===== src/hw/wdit_pkg.sv =====
// Package with register map, field layout and constants of the watchdog block.
package wdit_pkg;

    localparam int unsigned  ADDR_W           = 12;
    localparam logic [11:0]  WD_CONTROL_OFFS  = 12'h000;
    localparam logic [11:0]  IRQ_FLAG_OFFS    = 12'h004;
    localparam logic [11:0]  IRQ_ENABLE_OFFS  = 12'h008;
    localparam logic [11:0]  STATUS_OFFS      = 12'h00c;

    localparam int unsigned  CTRL_KEY_LSB     = 4;
    localparam int unsigned  CTRL_KEY_MSB     = 7;
    localparam int unsigned  CTRL_EN_BIT      = 3;
    localparam int unsigned  CTRL_MODE_BIT    = 2;
    localparam int unsigned  CTRL_INT_LSB     = 0;
    localparam int unsigned  CTRL_INT_MSB     = 1;
    localparam int unsigned  FLAG_BIT         = 0;
    localparam int unsigned  IRQ_EN_BIT       = 0;
    localparam int unsigned  STAT_RUN_BIT     = 0;
    localparam int unsigned  STAT_ARMED_BIT   = 1;
    localparam int unsigned  TMR_CLR_BIT      = 0;

    localparam logic [3:0]   KEY_ARM          = 4'ha;
    localparam logic [3:0]   KEY_FIRE         = 4'h5;
    localparam logic         MODE_WATCHDOG    = 1'b0;
    localparam logic         MODE_TIMER       = 1'b1;

    localparam logic [15:0]  INT_LIMIT_0      = 16'h0040;
    localparam logic [15:0]  INT_LIMIT_1      = 16'h0200;
    localparam logic [15:0]  INT_LIMIT_2      = 16'h2000;
    localparam logic [15:0]  INT_LIMIT_3      = 16'h8000;

    localparam logic [4:0]   SYS_RST_PULSE    = 5'h10;
    localparam logic [31:0]  RDATA_NONE       = 32'h0000_0000;

    typedef enum logic [2:0] {
        WDIT_ACTIVE          = 3'b000,
        WDIT_LIGHTEST_SLEEP  = 3'b001,
        WDIT_LIGHT_SLEEP     = 3'b010,
        WDIT_DEEP_SLEEP      = 3'b011,
        WDIT_DEEPEST_SLEEP   = 3'b100
    } wdit_pmode_t;

    typedef struct packed {
        logic         sync1;
        logic         sync2;
        logic         sync3;
        logic         lvl;
        logic [14:0]  count;
        logic         en;
        logic         mode;
        logic [1:0]   isel;
        logic [3:0]   key;
        logic         armed;
        logic         pend_rst;
        logic         flag;
        logic         irq_en;
        logic         irq;
        logic [4:0]   rst_cnt;
        logic         sys_rst;
        logic         pready;
        logic         pslverr;
        logic [31:0]  prdata;
    } wdit_state_t;

endpackage


===== src/hw/wdit_top.sv =====
// Watchdog and interval timer with an APB register slave.
//
// Operation
// - Count with a 15-bit counter on the slow oscillator; software cannot read it.
// - Force the counter to zero when either deepest power mode is entered.
// - After system reset the unit is disabled and the counter holds.
// - Mode bit 0 selects watchdog operation, 1 selects interval timer operation.
// - Writing 1 to the enable bit starts the counter incrementing.
// - Once enabled in watchdog mode, writes of 0 to enable are ignored.
// - The counter clock is a 32.768 kHz crystal or 32-36 kHz RC.
// - Interval select picks 64, 512, 8192 or 32768 counter clocks.
// - In watchdog mode reaching the interval asserts the system reset output.
// - Key 1010 then 0101 within half a slow period zeroes the counter.
// - An incomplete clear sequence leaves the counter alone, so reset follows.
// - A sequence started before expiry and finished after it does not clear the counter.
// - Enabled in watchdog mode, mode writes are ignored; interval writes still apply.
// - Watchdog mode never raises an interrupt request.
// - Timer mode sets the interval flag; interrupt only when its enable is 1.
// - In timer mode writing 1 to key bit 0 zeroes the counter.
// - In timer mode enable 0 stops counting, enable 1 restarts from zero.
// - Timer mode never asserts system reset on reaching the interval.
// - In active and lightest sleep the watchdog counts and resets on timeout.
// - In light sleep no reset on timeout; resuming at expiry resets at once.
// - Deep modes stop the unit, keep its setup, and restart counting at zero.
// - Clear key writes have no effect while enable is 0.
`timescale 1ns/10ps
`default_nettype none
module wdit_top
    import wdit_pkg::*;
(
    input  wire logic               clk_sys,
    input  wire logic               reset,
    input  wire logic               ls_osc_in,
    input  wire logic [2:0]         pwr_mode,
    input  wire logic               psel,
    input  wire logic               penable,
    input  wire logic               pwrite,
    input  wire logic [ADDR_W-1:0]  paddr,
    input  wire logic [31:0]        pwdata,
    output logic [31:0]             prdata,
    output logic                    pready,
    output logic                    pslverr,
    output logic                    sys_reset_out,
    output logic                    irq_out
);

    wdit_state_t  st_reg;
    wdit_state_t  st_next;
    logic         edge_any;
    logic         tick;
    logic         deep;
    logic         may_reset;
    logic         running;
    logic         expire;
    logic         locked;
    logic         take;
    logic         done;
    logic         wr_ctrl;
    logic         wr_flag;
    logic         wr_ie;
    logic         mapped;
    logic         new_en;
    logic [3:0]   wkey;
    logic [15:0]  limit;
    logic [31:0]  rdata;

    function automatic logic [15:0] interval_limit(input logic [1:0] sel);
        logic [15:0] lim;
        lim = INT_LIMIT_0;
        unique case (sel)
            2'h0: lim = INT_LIMIT_0;
            2'h1: lim = INT_LIMIT_1;
            2'h2: lim = INT_LIMIT_2;
            2'h3: lim = INT_LIMIT_3;
        endcase
        return lim;
    endfunction

    always_comb begin
        st_next = st_reg;
        // The slow clock is treated as a pin and sampled, not used as a clock.
        st_next.sync1 = ls_osc_in;
        st_next.sync2 = st_reg.sync1;
        st_next.sync3 = st_reg.sync2;
        edge_any = (st_reg.sync2 == st_reg.sync3)
                   && (st_reg.sync3 != st_reg.lvl);
        tick = edge_any && st_reg.sync3;
        if (edge_any) begin
            st_next.lvl = st_reg.sync3;
        end

        deep = (pwr_mode == WDIT_DEEP_SLEEP)
               || (pwr_mode == WDIT_DEEPEST_SLEEP);
        may_reset = (pwr_mode == WDIT_ACTIVE)
                    || (pwr_mode == WDIT_LIGHTEST_SLEEP);
        running = st_reg.en && !deep;
        limit = interval_limit(st_reg.isel);
        expire = tick && running
                 && (({1'b0, st_reg.count} + 16'h0001) == limit);
        locked = st_reg.en && (st_reg.mode == MODE_WATCHDOG);

        // One wait state on every access keeps read data a registered value.
        take = psel && penable && !st_reg.pready;
        done = psel && penable && st_reg.pready && !st_reg.pslverr;
        mapped = (paddr == WD_CONTROL_OFFS) || (paddr == IRQ_FLAG_OFFS)
                 || (paddr == IRQ_ENABLE_OFFS) || (paddr == STATUS_OFFS);
        wr_ctrl = done && pwrite && (paddr == WD_CONTROL_OFFS);
        wr_flag = done && pwrite && (paddr == IRQ_FLAG_OFFS);
        wr_ie = done && pwrite && (paddr == IRQ_ENABLE_OFFS);
        wkey = pwdata[CTRL_KEY_MSB:CTRL_KEY_LSB];

        // The counter value itself is deliberately absent from the read map.
        rdata = RDATA_NONE;
        if (paddr == WD_CONTROL_OFFS) begin
            rdata[CTRL_KEY_MSB:CTRL_KEY_LSB] = st_reg.key;
            rdata[CTRL_EN_BIT] = st_reg.en;
            rdata[CTRL_MODE_BIT] = st_reg.mode;
            rdata[CTRL_INT_MSB:CTRL_INT_LSB] = st_reg.isel;
        end else if (paddr == IRQ_FLAG_OFFS) begin
            rdata[FLAG_BIT] = st_reg.flag;
        end else if (paddr == IRQ_ENABLE_OFFS) begin
            rdata[IRQ_EN_BIT] = st_reg.irq_en;
        end else if (paddr == STATUS_OFFS) begin
            rdata[STAT_RUN_BIT] = running;
            rdata[STAT_ARMED_BIT] = st_reg.armed;
        end
        st_next.pready = take;
        st_next.pslverr = take && !mapped;
        st_next.prdata = (take && !pwrite) ? rdata : RDATA_NONE;

        // The key window closes on the next slow clock edge of either sense.
        if (edge_any) begin
            st_next.armed = 1'b0;
        end
        if (tick && running) begin
            st_next.count = expire ? 15'h0000 : st_reg.count + 15'h0001;
            st_next.pend_rst = 1'b0;
        end

        st_next.rst_cnt = (st_reg.rst_cnt != 5'h00) ? st_reg.rst_cnt - 5'h01
                                                    : 5'h00;
        if (expire && (st_reg.mode == MODE_WATCHDOG)) begin
            if (may_reset) begin
                st_next.rst_cnt = SYS_RST_PULSE;
            end else begin
                st_next.pend_rst = 1'b1;
            end
        end
        if (st_reg.pend_rst && may_reset) begin
            st_next.rst_cnt = SYS_RST_PULSE;
            st_next.pend_rst = 1'b0;
        end

        if (wr_ctrl) begin
            st_next.isel = pwdata[CTRL_INT_MSB:CTRL_INT_LSB];
            st_next.key = wkey;
            new_en = locked ? 1'b1 : pwdata[CTRL_EN_BIT];
            st_next.en = new_en;
            if (!locked) begin
                st_next.mode = pwdata[CTRL_MODE_BIT];
            end
            if (new_en && !st_reg.en) begin
                st_next.count = 15'h0000;
            end
            // Keys are only honoured while enabled.
            if (st_reg.en) begin
                if (st_reg.mode == MODE_WATCHDOG) begin
                    if (st_reg.armed && (wkey == KEY_FIRE)) begin
                        st_next.count = 15'h0000;
                        st_next.armed = 1'b0;
                        st_next.pend_rst = 1'b0;
                    end else begin
                        st_next.armed = (wkey == KEY_ARM);
                    end
                end else if (wkey[TMR_CLR_BIT]) begin
                    st_next.count = 15'h0000;
                end
            end
        end else begin
            new_en = st_reg.en;
        end

        if (wr_ie) begin
            st_next.irq_en = pwdata[IRQ_EN_BIT];
        end
        // A timeout in the same cycle as the clearing write keeps the flag.
        if (wr_flag && pwdata[FLAG_BIT]) begin
            st_next.flag = 1'b0;
        end
        if (expire && (st_reg.mode == MODE_TIMER)) begin
            st_next.flag = 1'b1;
        end

        if (deep) begin
            st_next.count = 15'h0000;
            st_next.armed = 1'b0;
            st_next.pend_rst = 1'b0;
        end
        st_next.irq = st_next.flag && st_next.irq_en
                      && (st_next.mode == MODE_TIMER);
        st_next.sys_rst = (st_next.rst_cnt != 5'h00);
    end

    always_ff @(posedge clk_sys) begin
        if (reset) begin
            st_reg <= '0;
        end else begin
            st_reg <= st_next;
        end
    end

    assign prdata = st_reg.prdata;
    assign pready = st_reg.pready;
    assign pslverr = st_reg.pslverr;
    assign sys_reset_out = st_reg.sys_rst;
    assign irq_out = st_reg.irq;
endmodule
`default_nettype wire


===== config.mk =====
export PLATFORM = sky130hd
export DESIGN_NAME = wdit_top
export DESIGN_NICKNAME = d
export VERILOG_FILES = /design/src/hw/wdit_pkg.sv /design/src/hw/wdit_top.sv
export SDC_FILE = /design/constraint.sdc
export NUM_CORES = 1
export LEC_CHECK = 0
export BUFFER_PORTS_ARGS = -buffer_cell sky130_fd_sc_hd__buf_2
export CAP_MARGIN = 20
export CORE_ASPECT_RATIO = 0.5
export CORE_UTILIZATION = 41
export CTS_BUF_LIST = sky130_fd_sc_hd__clkbuf_8
export DETAILED_ROUTE_END_ITERATION = 8
export PLACE_DENSITY = 0.63
export SLEW_MARGIN = 25
export SYNTH_ARGS = -nofsm -noshare
export SYNTH_HDL_FRONTEND = slang
export SYNTH_SLANG_ARGS = --single-unit

===== constraint.sdc =====
create_clock -name clk_sys -period 7.05 [get_ports clk_sys]
set_input_delay 1.0575 -clock clk_sys [delete_from_list [all_inputs] [get_ports clk_sys]]
set_output_delay 1.0575 -clock clk_sys [all_outputs]
set_load 0.1 [all_outputs]

# == Word level (Yosys, flattened, before mapping) ==
# Index checks and enable logic that the tools add are counted.
# classes
addsub,3
n_mul,0
div,0
magnitude_cmp,0
n_eq_ne,14
shifts,0
n_mux,33
n_bitwise,3
reduce_logical,43
# op_table
cell,n
$mux 15,7
$pmux 16 s4,1
$mux 25,1
$eq 12x4->1 const B,2
$logic_and 1x1->1,24
$mux 5,4
$add 15x1->16 const B,1
$eq 16x16->1,1
$mux 1,16
$add 15x1->15 const B,1
$eq 12x3->1 const B,1
$logic_not 12->1,1
$reduce_bool 5->1,2
$mux 2,4
$logic_not 1->1,6
$logic_or 1x1->1,5
$sub 5x1->5 const B,1
$eq 2x2->1 const B,2
$eq 4x3->1 const B,1
$eq 4x4->1 const B,1
$reduce_or 2->1,2
$eq 3x1->1 const B,1
$eq 3x2->1 const B,1
$eq 3x3->1 const B,1
other kinds (7),9
# word_totals
regBits,72
latchBits,0
mem_bits_rw,0
romBits,0
in_bits,53
output_inout_bits,36
elab_cells,117
memories,0

# == Depth between registers and ports, before layout ==
# Gate-level depths: netlist of run 1.
# logic_depth
depth_word,14
mapped_depth,9
ltp_nobuf,8

# == Worst setup path after synthesis of run 1 ==
# No wires, ideal clock.
# synth_timing
path_type,input-to-reg
start,input port paddr[7]
end,register st_reg[55] (netlist name)
setup_ns,0.117
arrival_time_ns,2.770
t_required_ns,6.933
setup_slack_ns,4.163
stages,8
path_buffers,2
path_cell_list,nor4_1 nand3_1 or4_4 nand2b_1 buf_2 o21ai_2 buf_2 nor2_1
# synth_via
elab_chain_len,3
# synth_lines
element,line,source
"start, declared",wdit_top.sv:38,"input wire logic [ADDR_W-1:0] paddr,"
$logic_not 12->1,wdit_top.sv:107,wr_ctrl = done && pwrite && (paddr == WD_CONTROL_OFFS);
$logic_and 1x1->1,wdit_top.sv:107,
$mux 25,wdit_top.sv:154,if (wr_ctrl) begin
"end signal, assigned",wdit_top.sv:208,st_reg <= st_next;
"end, declared",wdit_top.sv:47,wdit_state_t st_reg;
# Every way passes these cells.
# A chain may end at the register's enable or synchronous reset.

# == Final worst setup path of run 1 ==
# layout_timing
start,input port paddr[1]
end,register st_reg[67] (netlist name)
# The elaborated chain is that of the path after synthesis.

==> results of run 1 <==
==> Yosys cell counts (5+ instances only) <==
| cell | instances | share of area [%] |
|---|---|---|
| inv_1 | 6 | 0.82 |
| buf_4 | 34 | 9.3 |
| dfxtp_1 | 48 | 35 |
| xor2_1 | 5 | 1.6 |
| clkbuf_1 | 8 | 1.1 |
| a21oi_1 | 16 | 2.9 |
| nor3_1 | 9 | 1.6 |
| nand4_1 | 7 | 1.6 |
| nor2_1 | 33 | 4.5 |
| nand3_1 | 9 | 1.6 |
| xnor2_1 | 11 | 3.5 |
| nand2_1 | 34 | 4.6 |
| nand2b_1 | 6 | 1.4 |
| buf_2 | 7 | 1.3 |
| and2_1 | 10 | 2.3 |
==> kinds of logic after synthesis <==
logic type               Yosys count
AND/OR/NAND/NOR                  146
buffers and inverters             55
AO/OA/AOI/OAI                     52
flip-flops                        48
XOR/XNOR                          16
multiplexers                       6
adder cells (fa/ha/maj)            3
other                              1
==> path summary, 6_finish.rpt <==
kind,to,start,cells after the start,slack [ns]
setup reg to reg,irq_out,st_reg[53],8,4.28
hold reg to reg,st_next[69],st_next[70],1,0.44
setup / recovery,st_reg[67],paddr[1],7,3.96
hold / removal,st_next[69],st_next[70],1,0.44
==> report_power, final <==
group,leakage [nW],switching (mW),internal [mW]
Clock,0.0510,0.0882,0.0784
Sequential,0.387,0.000608,0.272
Combinational,0.676,0.0705,0.00925
==> critical path, stage by stage <==
cell and delay (ns):
buf_2 0.09, nor4_1 0.28, nand3_1 0.16, or4_4 0.58, nand2b_1 0.34, o21ai_2 0.63
nor2_1 0.11
==> per-stage QoR <==
stage	hold WS [ns]	util (%)	cell area [um^2]
floorplan	0.414	-	2840
global placement	0.416	45.1	2830
detailed placement	0.428	45.1	2830
CTS	0.448	46.6	2920
global route	0.465	46.6	2920
finish	0.442	46.6	2920
==> layout make-up <==
| cell class | instances | area, um^2 |
|---|---|---|
| multi-input combinational | 247 | 1540 |
| sequential | 48 | 961 |
| inverter | 6 | 22.5 |
| clock buffer | 6 | 82.6 |
| timing repair buffer | 40 | 200 |
| fill | 623 | 3360 |
| clock inverter | 2 | 10.0 |
| tap | 88 | 110 |
==> metal layers <==
layer	vias to the layer above	routed length (um)	global-route usage, %
met5	-	0	0
met4	0	27	3.85
met3	2	187	3.05
met2	49	2550	29.2
met1	1025	2500	19.1
li1	1137	-	-
==> results.tsv, run 1 <==
stage	metric	value	unit
clock_tree	CTS resizes	0	
yosys	Synth warnings	0	
die	Die ar.	7070	um^2
die	DIE HEIGHT	60.0	um
die	die width	118	um
drt	# DRC	0	
drt	Avg WL per Cell	12.1	um
drt	Iteration-0 DRC Markers	85	
timing	post-route minimum period	3.09	ns
die	core box area	6280	um^2
global_route	first-pass GRT wire length	8.91	mm
finish	ant diodes	0	
timing	Final Worst Setup Slack	3.96	ns
yosys	synthesized area per cell	8.43	um^2
timing	Final Max Slew Viols	0	
timing	Setup Skew	0.00734	ns
worst_setup_path	CP arrival	3.24	ns
yosys	mux cell area share after synthesis	2.68	%
placement	GP Congestion	0.862	
yosys	largest family of logic cells by synthesized area	simple AND/OR/NAND/NOR gates	
timing	RSZ-0062 raised after global routing	false	
yosys	ys flop type	dfxtp_1	
yosys	compound-cell area share of the yosys netlist	13.4	%
drt	post-DR vias/cell	5.06	
drt	final WL	5.27	mm
placement	IO Port Bufs	40	
drt	TritonRoute pass-1 iters	4	
drt	routed vias	2213	
worst_setup_path	Setup crit start kind	primary input	
finish	layout cells sized above 1	18.3	%
yosys	Post-Synth XOR/XNOR Area	5.09	%
finish	max reg flops	34	
worst_setup_path	Setup Crit Path Kind	in2reg	
power_and_ir_drop	Power Density	177	nW/um^2
finish	Final #Nets	404	
clock_tree	clk_lat worst skew	0.29	ns
yosys	Post-synth ARST share	0	%
power_and_ir_drop	peak supply drop	0.0000775	V
yosys	synthesized-area fraction occupied by adder cells	1.36	%
yosys	simple-gate portion of the synthesized area	30.0	%
placement	pre-CTS setup slack	3.65	ns
worst_hold_path	HP Class	reg2reg	
timing	setup TNS	0	ns
clock_tree	CTS root buf	clkbuf_8	
clock_tree	H-tree depth	2	
clock_tree	hold buffer count at cts	0	
yosys	Post-synth EDFFs	0	
timing	Period Utilization, post-route	43.8	%
global_route	initial antenna violation count	0	
drt	post-route ant nets	0	
clock_tree	total CTS buffers	5	
timing	Worst-Margin Slew	0.706	ns
timing	relative slew slack	52.6	%
placement	post-placement cell count	429	
clock_tree	clock sinks	48	
die	Rows	20	
global_route	GRT Total Usage	15.7	%
power_and_ir_drop	Pleak	1.11	nW
yosys	Cells after Synth	327	
finish	Synth-to-Final Area Change	6.13	%
worst_setup_path	CP required	7.21	ns
global_route	Congestion Overflow GR	0	
finish	most frequent cells in the layout	dfxtp_1 (48), buf_2 (40), nand2_1 (34), nor2_1 (33), conb_1 (24)	
power_and_ir_drop	Overall Power	519	uW
yosys	post-synthesis sequential area ratio	34.9	%
clock_tree	CTS tree	done	
die	# IOs	89	
worst_setup_path	CP endpoint kind	flip-flop	
clock_tree	post-CTS setup buffers	0	
timing	max frequency	0.324	GHz
finish	Cell Count, Final, Fillers Out	437	
timing	Final Hold Fails	0	
worst_setup_path	Max FO, Critical Path	15	
job	max_cap viols	0	
yosys	Netlist Area Pre-Place	2760	um^2
global_route	vias in the first global route	2006	
placement	DP HPWL	4.08	mm
timing	# setup viols final	0	
die	Starting Density	43.9	%
clock_tree	Max clock buf depth	2	
clock_tree	Clk pin slew, worst setup/hold paths	0.08	ns
finish	commonest non-fill, non-tap cell in the layout	dfxtp_1	
yosys	register bit total from synthesis	48	
global_route	pin count of the biggest net entering global routing	19	
status	status	finished clean	
yosys	Netlist cell types	66	
Power figures use the tool's default switching activity.
==> run 2: changes to the inputs <==
--- a/config.mk
+++ b/config.mk
@@ -5,13 +5,14 @@
 export SDC_FILE = /design/constraint.sdc
 export NUM_CORES = 1
 export LEC_CHECK = 0
+export ABC_AREA = 1
 export BUFFER_PORTS_ARGS = -buffer_cell sky130_fd_sc_hd__buf_2
 export CAP_MARGIN = 20
 export CORE_ASPECT_RATIO = 0.5
 export CORE_UTILIZATION = 41
 export CTS_BUF_LIST = sky130_fd_sc_hd__clkbuf_8
 export DETAILED_ROUTE_END_ITERATION = 8
-export PLACE_DENSITY = 0.63
+export PLACE_DENSITY = 0.62
 export SLEW_MARGIN = 25
 export SYNTH_ARGS = -nofsm -noshare
 export SYNTH_HDL_FRONTEND = slang
==> constraint.sdc (replaced) <==
create_clock -name clk_sys -period 3.2 [get_ports clk_sys]
set_input_delay 0.48 -clock clk_sys [delete_from_list [all_inputs] [get_ports clk_sys]]
set_output_delay 0.48 -clock clk_sys [all_outputs]
set_load 0.1 [all_outputs]
==> run 2 against run 1 <==
Against the previous run: final area is 5.2% higher; clock skew grew 0.0015 ns; final cell count up 26%; via count increased by 17%; core utilization grew 1.9 points; sequential power increased by 120%; worst setup slack lost 3.0 ns; first-iteration DRC count rose by 32%; global-route usage grew 2.5 points.
==> results.tsv, run 2 <==
stage	metric	value	unit
status	status	finished clean	
clock_tree	CTS resizes	0	
global_route	vias in the first global route	2227	
timing	Final Hold Fails	0	
worst_setup_path	CP arrival	2.46	ns
placement	post-placement cell count	544	
clock_tree	CTS root buf	clkbuf_8	
yosys	count leader, synth	nand2_1	
global_route	initial antenna violation count	0	
timing	Setup Skew	0.00879	ns
finish	fill count	690	
die	core box area	6360	um^2
timing	# setup viols final	0	
finish	Synth-to-Final Area Change	8.47	%
finish	commonest non-fill, non-tap cell in the layout	nand2_1	
yosys	ys flop type	dfxtp_1	
yosys	synthesized area per cell	6.64	um^2
die	Die ar.	7280	um^2
clock_tree	clock sinks	48	
clock_tree	hold buffer count at cts	0	
finish	Cell Count, Final, Fillers Out	551	
timing	Final Max Slew Viols	0	
finish	Final #Nets	519	
timing	setup TNS	0	ns
global_route	pin count of the biggest net entering global routing	20	
global_route	first-pass GRT wire length	10.2	mm
drt	post-route ant nets	0	
worst_hold_path	HP Class	in2reg	
drt	final WL	5.98	mm
worst_setup_path	Setup Crit Path Kind	reg2reg	
yosys	Netlist Area Pre-Place	2840	um^2
worst_setup_path	Setup crit start kind	flip-flop	
die	# IOs	89	
finish	Design Area, Final	3080	um^2
drt	post-DR vias/cell	4.70	
placement	GP Congestion	0.863	
drt	Avg WL per Cell	10.9	um
yosys	Cells after Synth	427	
clock_tree	post-CTS setup buffers	0	
power_and_ir_drop	peak supply drop	0.000175	V
die	die width	120	um
power_and_ir_drop	Power Density	369	nW/um^2
yosys	Netlist cell types	36	
clock_tree	total CTS buffers	5	
finish	most frequent cells in the layout	nand2_1 (88), nor2_1 (68), inv_1 (56), dfxtp_1 (48), buf_2 (40)	
finish	max reg flops	34	
yosys	top cell type's share of synthesized area	33.9	%
global_route	GRT Total Usage	18.2	%
clock_tree	clk_lat worst skew	0.31	ns
yosys	Post-synth EDFFs	0	
timing	post-route minimum period	2.27	ns
drt	Iteration-0 DRC Markers	112	
worst_setup_path	CP required	3.39	ns
drt	TritonRoute pass-1 iters	4	
timing	RSZ-0062 raised after global routing	false	
drt	# DRC	0	
clock_tree	CTS tree	done	
finish	layout cells sized above 1	15.3	%
clock_tree	Clk pin slew, worst setup/hold paths	0.09	ns
clock_tree	H-tree depth	2	
worst_setup_path	CP endpoint kind	flip-flop	
placement	IO Port Bufs	40	
die	Rows	20	
clock_tree	Max clock buf depth	2	
yosys	register bit total from synthesis	48	
timing	hold slack	0.373	ns
placement	DP Area	3000	um^2
die	DIE HEIGHT	60.8	um
finish	Util after Layout	48.4	%
power_and_ir_drop	Pleak	1.41	nW
yosys	Post-synth ARST share	0	%
job	max_cap viols	0	
yosys	largest area contributor in the netlist	dfxtp_1	
finish	ant diodes	0	
placement	DP HPWL	4.66	mm
timing	Period Utilization, post-route	70.8	%
die	Starting Density	44.6	%
timing	max frequency	0.441	GHz
yosys	Synth warnings	0	
worst_setup_path	Max FO, Critical Path	6	
global_route	Congestion Overflow GR	0	
yosys	post-synthesis sequential area ratio	33.9	%
drt	routed vias	2591	
yosys	Commonest cells post-synth	nand2_1 (88), nor2_1 (68), inv_1 (56), dfxtp_1 (48), buf_4 (32)	
yosys	Synth area leaders	dfxtp_1 (34%), nand2_1 (12%), nor2_1 (9.0%), buf_4 (8.5%), inv_1 (7.4%)	
run 2: cell count changes in the layout (fill, tap and decap cells not counted), sizes merged, moves of 6 or more:
cell,change
a211oi,+7
nand3,+20
nand2b,-6
nor2,+43
inv,+52
nand2,+59
o21ai,+13
xnor2,-9
and2,-10
run 2: cell families (layout without fill, tap and decap cells):
family,Yosys count,in the layout,synth area share (%)
buffers and inverters,96,109,17.0
adders and majority gates,3,3,1.32
xor gates and xnor gates,4,4,1.24
and+or+nand+nor,223,223,35.8
DFF,48,48,33.9
other,1,24,0.132
AOI/OAI and AO/OA,52,52,10.7
run 2: final timing paths:
path	end	cells after the start	start	slack (ns)
worst max register to register	sys_reset_out	12	st_reg[54]	0.93
worst min register to register	st_next[69]	2	st_next[70]	0.41
worst max-delay path	sys_reset_out	12	st_reg[54]	0.93
worst min-delay path	st_next[70]	3	ls_osc_in	0.37
run 2: metal layers:
layer	vias to the layer above	part of all wire, %	track usage [%]
met5	-	0	0
met4	0	1.0	5.89
met3	5	6.1	3.67
met2	80	41	28.3
met1	1125	52	25.6
li1	1381	-	-
run 2: worst max-delay path: stages (launching register included):
cell and delay (ns):
dfxtp_1 0.44, ha_1 0.26, nand2_1 0.08, nor2_2 0.19, nand3_1 0.14, xor2_1 0.26, nand3_1 0.13, nor2_2 0.19
nand4_2 0.16, o21ai_2 0.10, nand2_1 0.06, nor2_1 0.08, nor2_1 0.04
run 2: power by group:
| part | switching, mW | internal [mW] | leakage (nW) |
|---|---|---|---|
| sequential | 0.00115 | 0.599 | 0.387 |
| clock | 0.209 | 0.148 | 0.0400 |
| combinational | 0.158 | 0.0208 | 0.983 |
| total | 0.368 | 0.769 | 1.41 |
run 2: through the flow:
step / setup slack [ns] / power [mW]
3_5_place_dp: 0.877 / 0.793
5_1_grt: 0.633 / 1.19
3_3_place_gp: 0.879 / 0.793
2_1_floorplan: 1.08 / 0.787
4_1_cts: 0.888 / 1.15
6_report: 0.934 / 1.14
run 2: final cells by class:
type / count / area [um^2] / area share (%)
Tap cell: 88 / 110 / 3.58
Clock buffer: 5 / 68.8 / 2.24
Multi-Input combinational cell: 306 / 1480 / 48.1
Sequential cell: 48 / 961 / 31.2
Clock inverter: 2 / 12.5 / 0.407
Timing Repair Buffer: 43 / 223 / 7.24
Inverter: 59 / 221 / 7.20
==> run 3: changes to the inputs <==
--- a/config.mk
+++ b/config.mk
@@ -12,7 +12,7 @@
 export CORE_UTILIZATION = 41
 export CTS_BUF_LIST = sky130_fd_sc_hd__clkbuf_8
 export DETAILED_ROUTE_END_ITERATION = 8
-export PLACE_DENSITY = 0.62
+export PLACE_DENSITY = 0.65
 export SLEW_MARGIN = 25
 export SYNTH_ARGS = -nofsm -noshare
 export SYNTH_HDL_FRONTEND = slang
==> constraint.sdc (replaced) <==
create_clock -name clk_sys -period 1.9 [get_ports clk_sys]
set_input_delay 0.285 -clock clk_sys [delete_from_list [all_inputs] [get_ports clk_sys]]
set_output_delay 0.285 -clock clk_sys [all_outputs]
set_load 0.1 [all_outputs]
==> run 3 against run 2 <==
Against the previous run: the flow now finishes with violations (setup timing); first-iteration DRC count rose by 13%; global-route usage up 1.4 points; via count grew 7.8%; clock power rose by 81%; critical endpoint is now irq_out; highest routed layer unchanged.
==> results.tsv, run 3 (synthesis results as in run 2) <==
stage	metric	value	unit
placement	IO Port Bufs	40	
finish	ant diodes	0	
placement	DP Area	3230	um^2
worst_setup_path	Setup crit start kind	flip-flop	
clock_tree	CTS tree	done	
global_route	first-pass GRT wire length	10.8	mm
global_route	vias in the first global route	2321	
timing	Period Utilization, post-route	103	%
finish	max reg flops	34	
finish	commonest non-fill, non-tap cell in the layout	nand2_1	
drt	# DRC	0	
job	max_cap viols	0	
power_and_ir_drop	Cell Int Power	1.34	mW
power_and_ir_drop	Psw	627	uW
placement	GP Congestion	0.887	
clock_tree	clk_lat worst skew	0.32	ns
drt	final WL	6.73	mm
timing	RSZ-0062 raised after global routing	true	
drt	post-DR vias/cell	4.76	
worst_setup_path	CP endpoint kind	flip-flop	
timing	# setup viols final	5	
drt	Iteration-0 DRC Markers	126	
global_route	pin count of the biggest net entering global routing	20	
timing	hold slack	0.172	ns
worst_setup_path	CP arrival	2.21	ns
finish	Final #Nets	554	
global_route	initial antenna violation count	0	
timing	Final Hold Fails	0	
finish	Design Area, Final	3600	um^2
power_and_ir_drop	peak supply drop	0.000354	V
clock_tree	clock sinks	48	
die	Die ar.	7280	um^2
power_and_ir_drop	Seq pwr share	51.3	%
timing	Final Max Slew Viols	0	
worst_setup_path	Setup Crit Path Kind	reg2reg	
status	status	finished with violations	
die	DIE HEIGHT	60.8	um
clock_tree	hold buffer count at cts	0	
global_route	Congestion Overflow GR	0	
clock_tree	total CTS buffers	5	
drt	TritonRoute pass-1 iters	4	
clock_tree	CTS root buf	clkbuf_8	
die	Starting Density	44.6	%
timing	max frequency	0.509	GHz
power_and_ir_drop	Pleak	1.64	nW
finish	Synth-to-Final Area Change	26.8	%
finish	layout cells sized above 1	31.1	%
timing	Final Worst Setup Slack	-0.0651	ns
die	Rows	20	
die	die width	120	um
worst_hold_path	HP Class	in2reg	
drt	post-route ant nets	0	
finish	most frequent cells in the layout	nand2_1 (76), nor2_1 (59), inv_1 (55), buf_2 (40), dfxtp_1 (36)	
power_and_ir_drop	Comb pwr share	15.7	%
timing	post-route minimum period	1.97	ns
clock_tree	H-tree depth	2	
placement	DP HPWL	4.87	mm
power_and_ir_drop	Power Density	546	nW/um^2
power_and_ir_drop	switching share of power	31.9	%
worst_setup_path	CP required	2.14	ns
drt	Avg WL per Cell	11.5	um
die	# IOs	89	
global_route	GRT Total Usage	19.6	%
power_and_ir_drop	clock power share	32.9	%
timing	Setup Skew	0.0111	ns
worst_setup_path	Max FO, Critical Path	6	
drt	routed vias	2792	
clock_tree	Max clock buf depth	2	
finish	fill count	637	
status	violated checks	setup timing	
clock_tree	Clk pin slew, worst setup/hold paths	0.08	ns
die	core box area	6360	um^2
power_and_ir_drop	Overall Power	1.97	mW
placement	pre-CTS setup slack	-0.160	ns
-- run 3: layout make-up --
class	count	area, um^2	share of cell area [%]
Multi-Input combinational cell	306	1690	47.0
Sequential cell	48	981	27.3
Timing Repair Buffer	78	504	14.0
Inverter	59	221	6.16
Tap cell	88	110	3.06
Clock buffer	6	82.6	2.30
Clock inverter	1	8.76	0.243
-- run 3: metrics by stage --
| step | TNS, ns | utilization (%) | std cells |
|---|---|---|---|
| floorplan | 0 | - | 450 |
| global placement | -1.29 | 50.8 | 574 |
| detailed placement | -1.50 | 50.8 | 574 |
| CTS | -0.294 | 54.8 | 585 |
| global route | -1.55 | 56.6 | 586 |
| finish | -0.201 | 56.6 | 586 |
-- run 3: timing repair --
action,CTS,global route
setup endpoints to repair,12,14
setup buffers,4,1
pin swaps,13,23
gates resized for setup,34,32
-- run 3: routing by layer --
layer | routed length (um) | vias to the layer above | global-route usage, %
li1 | - | 1445 | -
met1 | 3320 | 1246 | 26.0
met2 | 2970 | 90 | 31.3
met3 | 329 | 11 | 4.51
met4 | 109 | 0 | 8.39
met5 | 0 | - | 0
-- run 3: power by group through the flow --
| stage | registers (mW) | logic (mW) | clock network [mW] |
|---|---|---|---|
| final | 1.01 | 0.310 | 0.647 |
| after floorplan | 1.05 | 0.278 | 0 |
| after global placement | 1.04 | 0.308 | 0 |
| after CTS | 1.01 | 0.309 | 0.661 |
| after global routing | 1.01 | 0.325 | 0.714 |
| after detailed placement | 1.04 | 0.308 | 0 |
-- run 3: final timing paths --
path / from / endpoint / slack (ns) / depth (start not counted)
worst max register to register: st_reg[53] / irq_out / -0.07 / 11
worst min-delay path: ls_osc_in / st_next[70] / 0.17 / 3
worst max-delay path: st_reg[53] / irq_out / -0.07 / 11
worst min register to register: st_next[70] / st_next[69] / 0.41 / 2
-- run 3: critical path, stage by stage (launching register included) --
cell and delay (ns):
dfxtp_2 0.37, ha_4 0.19, nand2_4 0.06, nor2_4 0.14, nand3_2 0.11, xor2_2 0.25, nand3_2 0.14, nor2_4 0.21
nand2_4 0.13, o21ai_2 0.17, inv_2 0.05, nor3_2 0.09
